--- src/hwl_pkg.sv ---
// package of the halfword/word load execution block
// assumes one core clock; shared by the block and its bench
package hwl_pkg;

    // ==========================================================
    // instruction encodings
    localparam logic [5:0] OP_LHU_RR = 6'h31;
    localparam logic [5:0] OP_LHU_IM = 6'h39;
    localparam logic [5:0] OP_LW_RR  = 6'h32;
    localparam logic [5:0] OP_LW_IM  = 6'h3a;
    localparam int FN_REV_BIT = 9;
    localparam int FN_EA_BIT  = 7;

    // ==========================================================
    // exception cause codes
    localparam logic [4:0] EC_TLB_MISS = 5'h12;
    localparam logic [4:0] EC_STORAGE  = 5'h10;
    localparam logic [4:0] EC_UNALIGN  = 5'h01;

    // ==========================================================
    // register offsets (byte addresses)
    localparam logic [11:0] OFS_CTRL   = 12'h000;
    localparam logic [11:0] OFS_MSTAT  = 12'h004;
    localparam logic [11:0] OFS_XSTAT  = 12'h008;
    localparam logic [11:0] OFS_STATUS = 12'h00c;

    // ==========================================================
    // field positions
    localparam int CTRL_PAE   = 0;
    localparam int CTRL_EAOK  = 1;
    localparam int MS_UM      = 0;
    localparam int MS_VM      = 1;
    localparam int MS_UMS     = 2;
    localparam int MS_VMS     = 3;
    localparam int XS_EC_LSB  = 0;
    localparam int XS_S       = 5;
    localparam int XS_W       = 6;
    localparam int XS_DIZ     = 7;
    localparam int XS_RX_LSB  = 8;

    // ==========================================================
    // reset values
    localparam logic [1:0]  CTRL_RST  = 2'h0;
    localparam logic [3:0]  MSTAT_RST = 4'h0;
    localparam logic [12:0] XSTAT_RST = 13'h0000;

    typedef enum logic [1:0] {
        S_IDLE  = 2'b00,
        S_CHECK = 2'b01,
        S_MEM   = 2'b10,
        S_HOLD  = 2'b11
    } hwl_state_t;

    // raw instruction word, field order as issued by the core
    typedef struct packed {
        logic [5:0]  op;
        logic [4:0]  rd;
        logic [4:0]  ra;
        logic [4:0]  rb;
        logic [10:0] fn;
    } hwl_inst_t;

    // answer from address translation for the presented address
    typedef struct packed {
        logic miss;
        logic noAccess;
        logic endian;
    } hwl_xlat_t;

endpackage

--- src/hwl_load_exec.sv ---
// halfword unsigned and word load execution with exception checks
// assumes translation answers combinationally to xlatAddr while
// xlatReq is high, and memory answers memReq with one memRvalid
// Operation
// [RL1] register halfword load: rA+rB address, 16 bits zero-extended into destination
// [RL2] reverse bit: halfword-reversed location and bytes exchanged
// [RL3] extended-address bit: address is rA concatenated with rB
// [RL4] translation miss in virtual mode: cause 10010, save and clear mode flags
// [RL5] user+virtual no-access zone: cause 10000, zone flag, save and clear flags
// [RL6] odd halfword address: cause 00001, word flag 0, record destination
// [RL7] word address low bits nonzero: cause 00001, word flag 1, record destination
// [RL8] check order: miss, then protection, then alignment; write only if none
// [RL9] destination untouched on exception; mode flags only on miss or protection
// [RL10] halfword byte placement by virtual mode, reverse bit and endian
// [RL11] immediate halfword load: rA plus sign-extended immediate, same checks
// [RL12] word load: 32 bits low, upper word cleared on 64-bit data
// [RL13] reverse bit on word load reverses the loaded bytes
// [RL14] privileged error: extended address, extension on, not permitted
// [RL15] one cycle for area setting 0 or 2, two cycles for 1
// [RL16] immediate sign-extended unless a prefix directly precedes
// [RL17] reversed variants valid only with reorder enable set
// [RL18] extended-address variants need address width above 32, data 32
// [RL19] immediate word load: rA plus immediate, word alignment and checks
// [RL20] prefix supplies upper 16 immediate bits, load field the lower 16
// [RL21] no memory read issued for a load that faults
`timescale 1ns/1ns
`default_nettype none
module hwl_load_exec
    import hwl_pkg::*;
#(
    parameter int ADDR_W               = 32,
    parameter int DATA_W               = 32,
    parameter int AREA_OPT             = 0,
    parameter bit reorder_enable_param = 1'b1
) (
    input  wire logic              clk_sys,
    input  wire logic              reset_n,
    // apb slave
    input  wire logic              psel,
    input  wire logic              penable,
    input  wire logic              pwrite,
    input  wire logic [11:0]       paddr,
    input  wire logic [31:0]       pwdata,
    output logic [31:0]            prdata,
    output logic                   pready,
    output logic                   pslverr,
    // instruction issue
    input  wire logic              instValid,
    input  wire hwl_inst_t         instWord,
    input  wire logic [DATA_W-1:0] opA,
    input  wire logic [DATA_W-1:0] opB,
    input  wire logic              immPrefixValid,
    input  wire logic [15:0]       immPrefixHi,
    output logic                   instReady,
    // translation
    output logic                   xlatReq,
    output logic [ADDR_W-1:0]      xlatAddr,
    input  wire hwl_xlat_t         xlatAns,
    // memory read
    output logic                   memReq,
    output logic [ADDR_W-1:0]      memAddr,
    output logic                   memWord,
    input  wire logic              memRvalid,
    input  wire logic [31:0]       memRdata,
    // results
    output logic                   wbValid,
    output logic [4:0]             wbReg,
    output logic [DATA_W-1:0]      wbData,
    output logic                   excValid,
    output logic                   privErr,
    output logic                   illegalInst
);

    // ==========================================================
    // reset release
    logic rstMeta_q;
    logic rstSync_q;
    always_ff @(posedge clk_sys or negedge reset_n) begin
        if (!reset_n) begin
            rstMeta_q <= 1'b0;
            rstSync_q <= 1'b0;
        end else begin
            rstMeta_q <= 1'b1;
            rstSync_q <= rstMeta_q;
        end
    end
    wire logic rstN = rstSync_q;

    // ==========================================================
    // decode and address formation
    localparam bit EA_LEGAL = (ADDR_W > 32) && (DATA_W == 32);
    hwl_state_t state_q;
    logic [1:0]  ctrl_q;
    logic [3:0]  mstat_q;
    logic [12:0] xstat_q;

    wire logic isHalf = (instWord.op == OP_LHU_RR) || (instWord.op == OP_LHU_IM);
    wire logic isWord = (instWord.op == OP_LW_RR) || (instWord.op == OP_LW_IM);
    wire logic isImm  = (instWord.op == OP_LHU_IM) || (instWord.op == OP_LW_IM);
    wire logic revBit = !isImm && instWord.fn[FN_REV_BIT];
    wire logic eaBit  = !isImm && instWord.fn[FN_EA_BIT];
    wire logic badVariant = !(isHalf || isWord)
                          || (revBit && !reorder_enable_param)     // RL17
                          || (eaBit && !EA_LEGAL);                 // RL18
    wire logic privHit = eaBit && ctrl_q[CTRL_PAE] && !ctrl_q[CTRL_EAOK]; // RL14
    wire logic take    = instValid && instReady;

    logic [15:0] imm16;
    logic [31:0] imm32;
    logic [63:0] addrFull;
    always_comb begin
        imm16 = {instWord.rb, instWord.fn};
        // a prefix must be the directly preceding instruction
        imm32 = immPrefixValid ? {immPrefixHi, imm16}                 // RL20
                               : {{16{imm16[15]}}, imm16};            // RL16
        if (isImm) begin
            addrFull = 64'(opA) + {{32{imm32[31]}}, imm32};          // RL11 RL19
        end else if (eaBit) begin
            addrFull = {32'(opA), 32'(opB)};                         // RL3
        end else begin
            addrFull = 64'(opA) + 64'(opB);                          // RL1
        end
        if (revBit && isHalf) begin
            addrFull = addrFull ^ 64'h0000_0000_0000_0002;           // RL2
        end
    end

    // ==========================================================
    // captured operation
    logic              opWord_q;
    logic              opRev_q;
    logic [4:0]        opRd_q;
    logic [ADDR_W-1:0] addr_q;
    logic              endian_q;
    always_ff @(posedge clk_sys or negedge rstN) begin
        if (!rstN) begin
            opWord_q <= 1'b0;
            opRev_q  <= 1'b0;
            opRd_q   <= 5'h00;
            addr_q   <= '0;
        end else if (take) begin
            opWord_q <= isWord;
            opRev_q  <= revBit;
            opRd_q   <= instWord.rd;
            addr_q   <= addrFull[ADDR_W-1:0];
        end
    end

    always_ff @(posedge clk_sys or negedge rstN) begin
        if (!rstN) begin
            endian_q <= 1'b0;
        end else if (state_q == S_CHECK) begin
            endian_q <= xlatAns.endian;
        end
    end

    // ==========================================================
    // exception classification, priority fixed
    wire logic vmOn     = mstat_q[MS_VM];
    wire logic umOn     = mstat_q[MS_UM];
    wire logic missHit  = xlatAns.miss && vmOn;                       // RL4
    wire logic protHit  = !missHit && xlatAns.noAccess && umOn && vmOn; // RL5 RL8
    wire logic alignBad = opWord_q ? (addr_q[1:0] != 2'b00)          // RL7
                                   : addr_q[0];                      // RL6
    wire logic alignHit = !missHit && !protHit && alignBad;           // RL8
    wire logic checking = (state_q == S_CHECK);
    wire logic anyFault = checking && (missHit || protHit || alignHit);

    // ==========================================================
    // sequencing
    logic [DATA_W-1:0] loadData;
    always_ff @(posedge clk_sys or negedge rstN) begin
        if (!rstN) begin
            state_q <= S_IDLE;
        end else begin
            unique case (state_q)
                S_IDLE: begin
                    if (take && !badVariant && !privHit) begin
                        state_q <= S_CHECK;
                    end
                end
                S_CHECK: begin
                    state_q <= anyFault ? S_IDLE : S_MEM;
                end
                S_MEM: begin
                    if (memRvalid) begin
                        // area setting 1 spends an extra cycle
                        state_q <= (AREA_OPT == 1) ? S_HOLD : S_IDLE; // RL15
                    end
                end
                S_HOLD: begin
                    state_q <= S_IDLE;
                end
            endcase
        end
    end

    always_ff @(posedge clk_sys or negedge rstN) begin
        if (!rstN) begin
            instReady   <= 1'b0;
            xlatReq     <= 1'b0;
            xlatAddr    <= '0;
            privErr     <= 1'b0;
            illegalInst <= 1'b0;
        end else begin
            instReady   <= (state_q == S_IDLE) ? !(take && !badVariant && !privHit)
                         : (checking && anyFault)
                         || (state_q == S_MEM && memRvalid && AREA_OPT != 1)
                         || (state_q == S_HOLD);
            xlatReq     <= take && !badVariant && !privHit;
            xlatAddr    <= take ? addrFull[ADDR_W-1:0] : xlatAddr;
            privErr     <= take && !badVariant && privHit;       // RL14
            illegalInst <= take && badVariant;                   // RL17 RL18
        end
    end

    // memory read only once all checks pass
    always_ff @(posedge clk_sys or negedge rstN) begin
        if (!rstN) begin
            memReq  <= 1'b0;
            memAddr <= '0;
            memWord <= 1'b0;
        end else begin
            memReq  <= checking && !anyFault;                    // RL21
            memAddr <= (checking && !anyFault) ? addr_q : memAddr;
            memWord <= (checking && !anyFault) ? opWord_q : memWord;
        end
    end

    // ==========================================================
    // data formatting; rdata lane k holds the byte at address+k
    logic upperFirst;
    always_comb begin
        upperFirst = (!vmOn && opRev_q) || (vmOn && (opRev_q == endian_q)); // RL10
        loadData   = '0;
        if (opWord_q) begin
            loadData[31:0] = opRev_q ? {memRdata[7:0], memRdata[15:8],
                                        memRdata[23:16], memRdata[31:24]} // RL13
                                     : memRdata;                          // RL12
        end else begin
            loadData[15:0] = upperFirst ? {memRdata[7:0], memRdata[15:8]}
                                        : {memRdata[15:8], memRdata[7:0]}; // RL1
        end
    end

    logic [DATA_W-1:0] hold_q;
    always_ff @(posedge clk_sys or negedge rstN) begin
        if (!rstN) begin
            wbValid <= 1'b0;
            wbReg   <= 5'h00;
            wbData  <= '0;
            hold_q  <= '0;
        end else begin
            hold_q  <= (state_q == S_MEM && memRvalid) ? loadData : hold_q;
            wbValid <= (state_q == S_MEM && memRvalid && AREA_OPT != 1)
                    || (state_q == S_HOLD);                            // RL9 RL15
            wbReg   <= opRd_q;
            if (state_q == S_MEM && memRvalid && AREA_OPT != 1) begin
                wbData <= loadData;
            end else if (state_q == S_HOLD) begin
                wbData <= hold_q;
            end
        end
    end

    // ==========================================================
    // apb slave; hardware updates win over a software write
    wire logic apbAcc = psel && penable && pready;
    wire logic apbWr  = apbAcc && pwrite;
    wire logic mapped = (paddr == OFS_CTRL) || (paddr == OFS_MSTAT)
                     || (paddr == OFS_XSTAT) || (paddr == OFS_STATUS);

    always_ff @(posedge clk_sys or negedge rstN) begin
        if (!rstN) begin
            pready  <= 1'b0;
            pslverr <= 1'b0;
            prdata  <= 32'h0000_0000;
        end else begin
            pready  <= psel && penable && !pready;
            pslverr <= psel && penable && !pready && !mapped;
            unique case (paddr)
                OFS_CTRL:   prdata <= 32'(ctrl_q);
                OFS_MSTAT:  prdata <= 32'(mstat_q);
                OFS_XSTAT:  prdata <= 32'(xstat_q);
                OFS_STATUS: prdata <= 32'(state_q);
                default:    prdata <= 32'h0000_0000;
            endcase
        end
    end

    always_ff @(posedge clk_sys or negedge rstN) begin
        if (!rstN) begin
            ctrl_q <= CTRL_RST;
        end else if (apbWr && paddr == OFS_CTRL) begin
            ctrl_q <= pwdata[1:0];
        end
    end

    always_ff @(posedge clk_sys or negedge rstN) begin
        if (!rstN) begin
            mstat_q <= MSTAT_RST;
        end else if (checking && (missHit || protHit)) begin
            mstat_q[MS_UMS] <= umOn;                                   // RL4 RL5
            mstat_q[MS_VMS] <= vmOn;
            mstat_q[MS_UM]  <= 1'b0;
            mstat_q[MS_VM]  <= 1'b0;
        end else if (apbWr && paddr == OFS_MSTAT) begin
            mstat_q <= pwdata[3:0];
        end
    end

    always_ff @(posedge clk_sys or negedge rstN) begin
        if (!rstN) begin
            xstat_q <= XSTAT_RST;
        end else if (checking && missHit) begin
            xstat_q[XS_EC_LSB +: 5] <= EC_TLB_MISS;                    // RL4
            xstat_q[XS_S]           <= 1'b0;
        end else if (checking && protHit) begin
            xstat_q[XS_EC_LSB +: 5] <= EC_STORAGE;                     // RL5
            xstat_q[XS_S]           <= 1'b0;
            xstat_q[XS_DIZ]         <= 1'b1;
        end else if (checking && alignHit) begin
            xstat_q[XS_EC_LSB +: 5] <= EC_UNALIGN;                     // RL6 RL7
            xstat_q[XS_W]           <= opWord_q;
            xstat_q[XS_S]           <= 1'b0;
            xstat_q[XS_RX_LSB +: 5] <= opRd_q;
        end else if (apbWr && paddr == OFS_XSTAT) begin
            xstat_q <= pwdata[12:0];
        end
    end

    always_ff @(posedge clk_sys or negedge rstN) begin
        if (!rstN) begin
            excValid <= 1'b0;
        end else begin
            excValid <= anyFault;                                      // RL8
        end
    end
endmodule
`default_nettype wire

--- config.mk ---
export PLATFORM = sky130hd
export DESIGN_NAME = hwl_load_exec
export DESIGN_NICKNAME = d
export VERILOG_FILES = /design/src/hwl_pkg.sv /design/src/hwl_load_exec.sv
export SDC_FILE = /design/constraint.sdc
export NUM_CORES = 1
export LEC_CHECK = 0
export BUFFER_PORTS_ARGS = -buffer_cell sky130_fd_sc_hd__buf_4
export CORE_MARGIN = 2
export CORE_UTILIZATION = 53
export CTS_CLUSTER_SIZE = 30
export DETAILED_ROUTE_END_ITERATION = 16
export PLACE_DENSITY = 0.85
export RECOVER_POWER = 100
export SKIP_CTS_REPAIR_TIMING = 1
export SKIP_LAST_GASP = 1
export SYNTH_ARGS = -nofsm -noshare
export SYNTH_HDL_FRONTEND = slang
export SYNTH_SLANG_ARGS = --single-unit
--- constraint.sdc ---
create_clock -name clk_sys -period 7.15 [get_ports clk_sys]
set_input_delay 0 -clock clk_sys [delete_from_list [all_inputs] [get_ports clk_sys]]
set_output_delay 0 -clock clk_sys [all_outputs]
set_load 0.01 [all_outputs]
After elaboration in Yosys (flattened, before gate mapping)
Cells that the tools add are included.

Output and inout port bits: 143. Logic and storage cells: 144. Bits in registers: 206.

Bitwise logic cells: 3. Reduce and logical (&&, ||, !) cells: 71. Add/subtract/negate cells: 2. Multiplexer cells: 26. Equality and inequality tests: 14.

Operators by type and width (count): 32-bit 2-to-1 mux (6); 32-bit adder (2); 13-bit one-hot mux with 4 select lines (1); 16-bit 2-to-1 mux (3); 1-bit logical AND (34); 12-bit by 4-bit == test with 1-bit output (second input constant) (2); 6-bit == test (second input constant) (4); 1-bit logical OR (14); 13-bit 2-to-1 mux (1); 12-bit by 3-bit == test with 1-bit output (second input constant) (1); 1-bit logical NOT (12); 12-bit logical NOT (1); 6-bit 2-to-1 mux (2); 2-bit nonzero test (5); 2-bit 2-to-1 mux (4); 4-bit 2-to-1 mux (2); 2-bit one-hot mux with 4 select lines (1); 7-bit 2-to-1 mux (1); 2-bit != test (second input constant) (3); 3-bit AND reduction (2); 5-bit 2-to-1 mux (1); 2-bit == test (second input constant) (2); 1-bit 2-to-1 mux (4); 4-bit nonzero test (1); other kinds (5) (7).

Depth between registers and ports, before layout
Word-level depth: 14. Gate-level depth with buffers: 16. Gate-level depth less buffers: 13.

Least setup slack after synthesis
OpenSTA, ideal clock, no wires.

Path type: input -> register. Start: input port immPrefixValid. End: register xlatAddr[31]. Buffers on the path: 4. Cell stages on the path: 16. Arrival time: 2.541 ns. Data required time: 7.008 ns. Setup time: 0.142 ns. Setup slack: 4.466 ns. Path through: clkbuf_1 > nand2b_1 > clkbuf_1 > clkbuf_1 > nand2_1 > ha_1 > clkbuf_1 > a21o_1 > a21oi_1 > nor2_1 > nor2_1 > o21ai_0 > a221o_1 > a21oi_1 > xnor2_1 > o221ai_1.

Longest elaborated chain between the ends: 3.

Ends and longest elaborated chain: start, declared (line hwl_load_exec.sv:52) `input wire logic immPrefixValid,`; 32-bit 2-to-1 mux (line hwl_load_exec.sv:114) `imm32 = immPrefixValid ? {immPrefixHi, imm16}`; 32-bit adder (line hwl_load_exec.sv:117) `addrFull = 64'(opA) + {{32{imm32[31]}}, imm32};`; 32-bit 2-to-1 mux (line hwl_load_exec.sv:116) `if (isImm) begin`; end signal, assigned (line hwl_load_exec.sv:211) `xlatAddr <= take ? addrFull[ADDR_W-1:0] : xlatAddr;`; end, declared (line hwl_load_exec.sv:57) `output logic [ADDR_W-1:0] xlatAddr,`.

Every way passes these cells. A chain may end at the register's enable or synchronous reset.

Worst setup path in the final report
Start: register opWord_q. End: register memAddr[14].

Longest elaborated chain between the ends: 6.

Ends and longest elaborated chain: start, declared (line hwl_load_exec.sv:130) `logic opWord_q;`; start signal, assigned (line hwl_load_exec.sv:142) `opWord_q <= isWord;`; 1-bit 2-to-1 mux (line hwl_load_exec.sv:163) `wire logic alignBad = opWord_q ? (addr_q[1:0] != 2'b00)`; 1-bit logical AND (line hwl_load_exec.sv:165) `wire logic alignHit = !missHit && !protHit && alignBad;`; 1-bit logical OR (line hwl_load_exec.sv:167) `wire logic anyFault = checking && (missHit || protHit || alignHit);`; 1-bit logical AND (line hwl_load_exec.sv:167); named net anyFault (line hwl_load_exec.sv:167); 1-bit logical NOT (line hwl_load_exec.sv:225) `memAddr <= (checking && !anyFault) ? addr_q : memAddr;`; 1-bit logical AND (line hwl_load_exec.sv:225); end signal, assigned (line hwl_load_exec.sv:225); end, declared (line hwl_load_exec.sv:61) `output logic [ADDR_W-1:0] memAddr,`.

The timed path passes the listed nets, and every way through them passes these cells.

==> metrics.md <==
| Metric | Value |
|---|---|
| Kind of critical path | `reg -> reg` |
| Final Cell Area | `14500 sq um` |
| CTS root buf | `clkbuf_16` |
| Final nets | `1838` |
| Post-DP HPWL | `25400 microns` |
| Placed Area | `14000 sq um` |
| # rows | `54` |
| Cells after Synth | `1276` |
| RSZ-0062 raised after global routing | `false` |
| Setup TNS | `0 ps` |
| Die width | `152 microns` |
| Post-synthesis mux area share | `9.51%` |
| Total I/O pin count | `342` |
| Simple-Gate Fraction of Synth Area | `16.5%` |
| Post-Route WL | `34700 microns` |
| Die height | `152 microns` |
| Status | `finished with violations` |
| Congestion Overflow GR | `0` |
| Commonest cells in the netlist | `222 x nand2_1, 187 x dfrtp_1, 80 x a21oi_1, 78 x nor2_1, 69 x o21ai_0` |
| Post-Synth Adder-Cell Area | `6.98%` |
| Synth Area in Compound Gates | `18.6%` |
| Placed insts | `1797` |
| Vias in the first global route | `10300` |
| Synth top area cells | `dfrtp_1 40%, nand2_1 7.1%, ha_1 6.6%, mux2_2 5.0%, mux2i_1 4.1%` |
| Footprint of the multi-input gates | `6580 sq um` |
| Critical path capture point type | `flip-flop` |
| Routed Antenna Nets | `0` |
| Worst skew pair latency | `430 ps` |
| Avg Cell Area, Syn | `9.15 sq um` |
| Tcrit/Tclk final | `58.3%` |
| Die area | `23200 sq um` |
| Synth warn | `0` |
| Synthesis-to-finish area growth | `24.2%` |
| # port buffers | `298` |
| Max Freq | `240 MHz` |
| Non-filler cells, final | `1868` |
| Min Tclk post-route | `4170 ps` |
| Post-synth ARST share | `100%` |
| Relative slew slack | `-51.2%` |
| Core ar. | `21800 sq um` |
| Top-count cell post-synth | `nand2_1` |
| Via count | `10900` |
| GP Congestion | `0.934` |
| Share of the synthesized area in the top cell type | `40.1%` |
| Data required, critical path | `7460 ps` |
| Worst R2R Start | `opWord_q$_DFFE_PN0P_` |
| Share of cells above drive strength 1 | `17.1%` |
| Worst slack, placed | `3900 ps` |
| GRT Util Overall | `28.7%` |
| Worst-Margin Slew | `2270 ps` |
| Wire length of the first global-routing pass | `54100 microns` |
| Antenna violations before repair | `0` |
| Failing checks | `negative hold slack, max-capacitance violations, max-slew violations` |
| Worst hold start | `opB[11]` |
| Pin count of the biggest net entering global routing | `69` |
| Finished Core Util | `66.7%` |
| Hold Crit Class | `in -> reg` |
| CP max FO | `52` |
| Clock buffer count from CTS | `17` |
| Largest area contributor in the netlist | `dfrtp_1` |
| H-tree depth | `4` |
| Initial Util | `53.7%` |
| DRT Pass-1 Iters | `5` |
| FF/Latch Area | `4680 sq um` |
| # fillers | `1811` |
| DR iter-0 viols | `896` |
| Clock skew | `15.9 ps` |
| Main combinational cell family by area after synthesis | `compound AO/OA/AOI/OAI gates` |
| Clock sink count | `187` |
| Clk buf depth | `2` |
| Setup crit start | `opWord_q$_DFFE_PN0P_` |
| Final Hold Viols | `10` |
| Mapped Area | `11700 sq um` |
| DRC viols | `0` |
| Hold_ws | `-24.5 ps` |
| Ant diodes | `0` |
| Fin. max-slew vios | `307` |
| Post-synthesis xor/xnor area fraction | `4.20%` |
| LEAKAGE | `7.06 nW` |
| Vias per cell | `5.83` |
| Final WS setup | `2980 ps` |
| # setup viols final | `0` |
| Clock transition at path regs | `70 ps` |
| Unique masters post-synth | `73` |
| Crit path DAT | `4480 ps` |
| Max Cap Viol | `7` |
| VDD IR max | `0.154 mV` |
| Routed wire length per instance | `18.6 microns` |
| Register area share after synthesis | `40.1%` |
| Ys flop type | `dfrtp_1` |
| Number of synthesized register bits | `187` |
| CP startpoint kind | `flip-flop` |
| Post-synth EDFFs | `0` |
| TritonCTS clock tree | `built` |
| Cell Pwr Density | `224 nW/um^2` |
-- metal layers --
| metal | GRT usage (%) | wire length, microns | up-vias |
|---|---|---|---|
| met4 | 8.20 | 932 | 0 |
| met5 | 0 | 0 | - |
| met3 | 4.72 | 2390 | 71 |
| met1 | 38.1 | 14200 | 5186 |
| met2 | 48.9 | 17100 | 507 |
| li1 | - | - | 5126 |
-- kinds of logic after synthesis --
family / after synthesis
muxes: 102
buffers and inverters: 109
other: 2
adders and majority gates: 64
and+or+nand+nor: 430
xor gates and xnor gates: 56
DFF: 187
AOI/OAI and AO/OA: 326
-- final cells by class --
cell class | instances | share of cell area [%]
well taps | 280 | 2.42
clock inverters | 15 | 1.16
multi-input cells | 999 | 45.4
repair buffers | 346 | 15.2
inverters | 24 | 0.621
clock buffers | 17 | 2.93
flip-flops and latches | 187 | 32.3
-- final timing paths --
path                                            end  slack (ps)  depth (start not counted)
setup / recovery            memAddr[14]$_DFFE_PN0P_        2980                          6
hold / removal             xlatAddr[11]$_DFFE_PN0P_         -20                          3
setup reg to reg            memAddr[14]$_DFFE_PN0P_        2980                          6
hold reg to reg                      rstN$_DFF_PN0_         360                          0
max in group asynchronous       opRev_q$_DFFE_PN0P_        4300                          1
min in group asynchronous       rstMeta_q$_DFF_PN0_         450                          3
-- state kept, by name, indices dropped and copies added (netlist names), 2 cells and up --
register,cells
ctrl_q,2
hold_q,32
memAddr,32
mstat_q,4
opRd_q,5
prdata,13
state_q,2
wbData,32
wbReg,5
xlatAddr,32
xstat_q,13
-- per-stage QoR --
| step | hold slack (ps) | total power [mW] |
|---|---|---|
| after floorplan | -296 | 1.95 |
| after global placement | -217 | 2.36 |
| after detailed placement | -213 | 2.40 |
| after CTS | -672 | 3.34 |
| after global routing | 1.95 | 3.41 |
| final | -24.5 | 3.24 |
-- power breakdown --
group | leakage (nW) | internal [mW] | switching (mW)
Clock | 0.289 | 0.474 | 0.468
Sequential | 2.43 | 1.24 | 0.130
Combinational | 4.34 | 0.417 | 0.518
Total | 7.06 | 2.13 | 1.12
-- layout by cell type, fill, tap and decap left out, types with 11 or more instances in the layout --
cell type / count
inv_1: 24
xor2_1: 22
clkbuf_16: 17
nand3_1: 29
a22o_1: 16
mux2_2: 43
nor3_1: 15
dfrtp_1: 186
nor2_1: 78
clkbuf_1: 129
buf_4: 175
a31oi_1: 13
nor2b_1: 30
a21o_1: 34
ha_1: 62
a21oi_1: 80
dlygate4sd3_1: 39
o211ai_1: 17
nand2_1: 221
xnor2_1: 33
conb_1: 21
a211oi_1: 31
nand4_1: 11
and3_1: 14
o21ai_0: 70
mux2i_1: 48
-- worst max-delay path: stages (launching register included) --
cell      delay, ps
dfrtp_1        1010
a21o_1          430
nand2_1         120
nand3_1         180
nor3_1          170
clkbuf_1       1640
mux2_2          470
No activity file was read; power rests on OpenSTA's default activity.
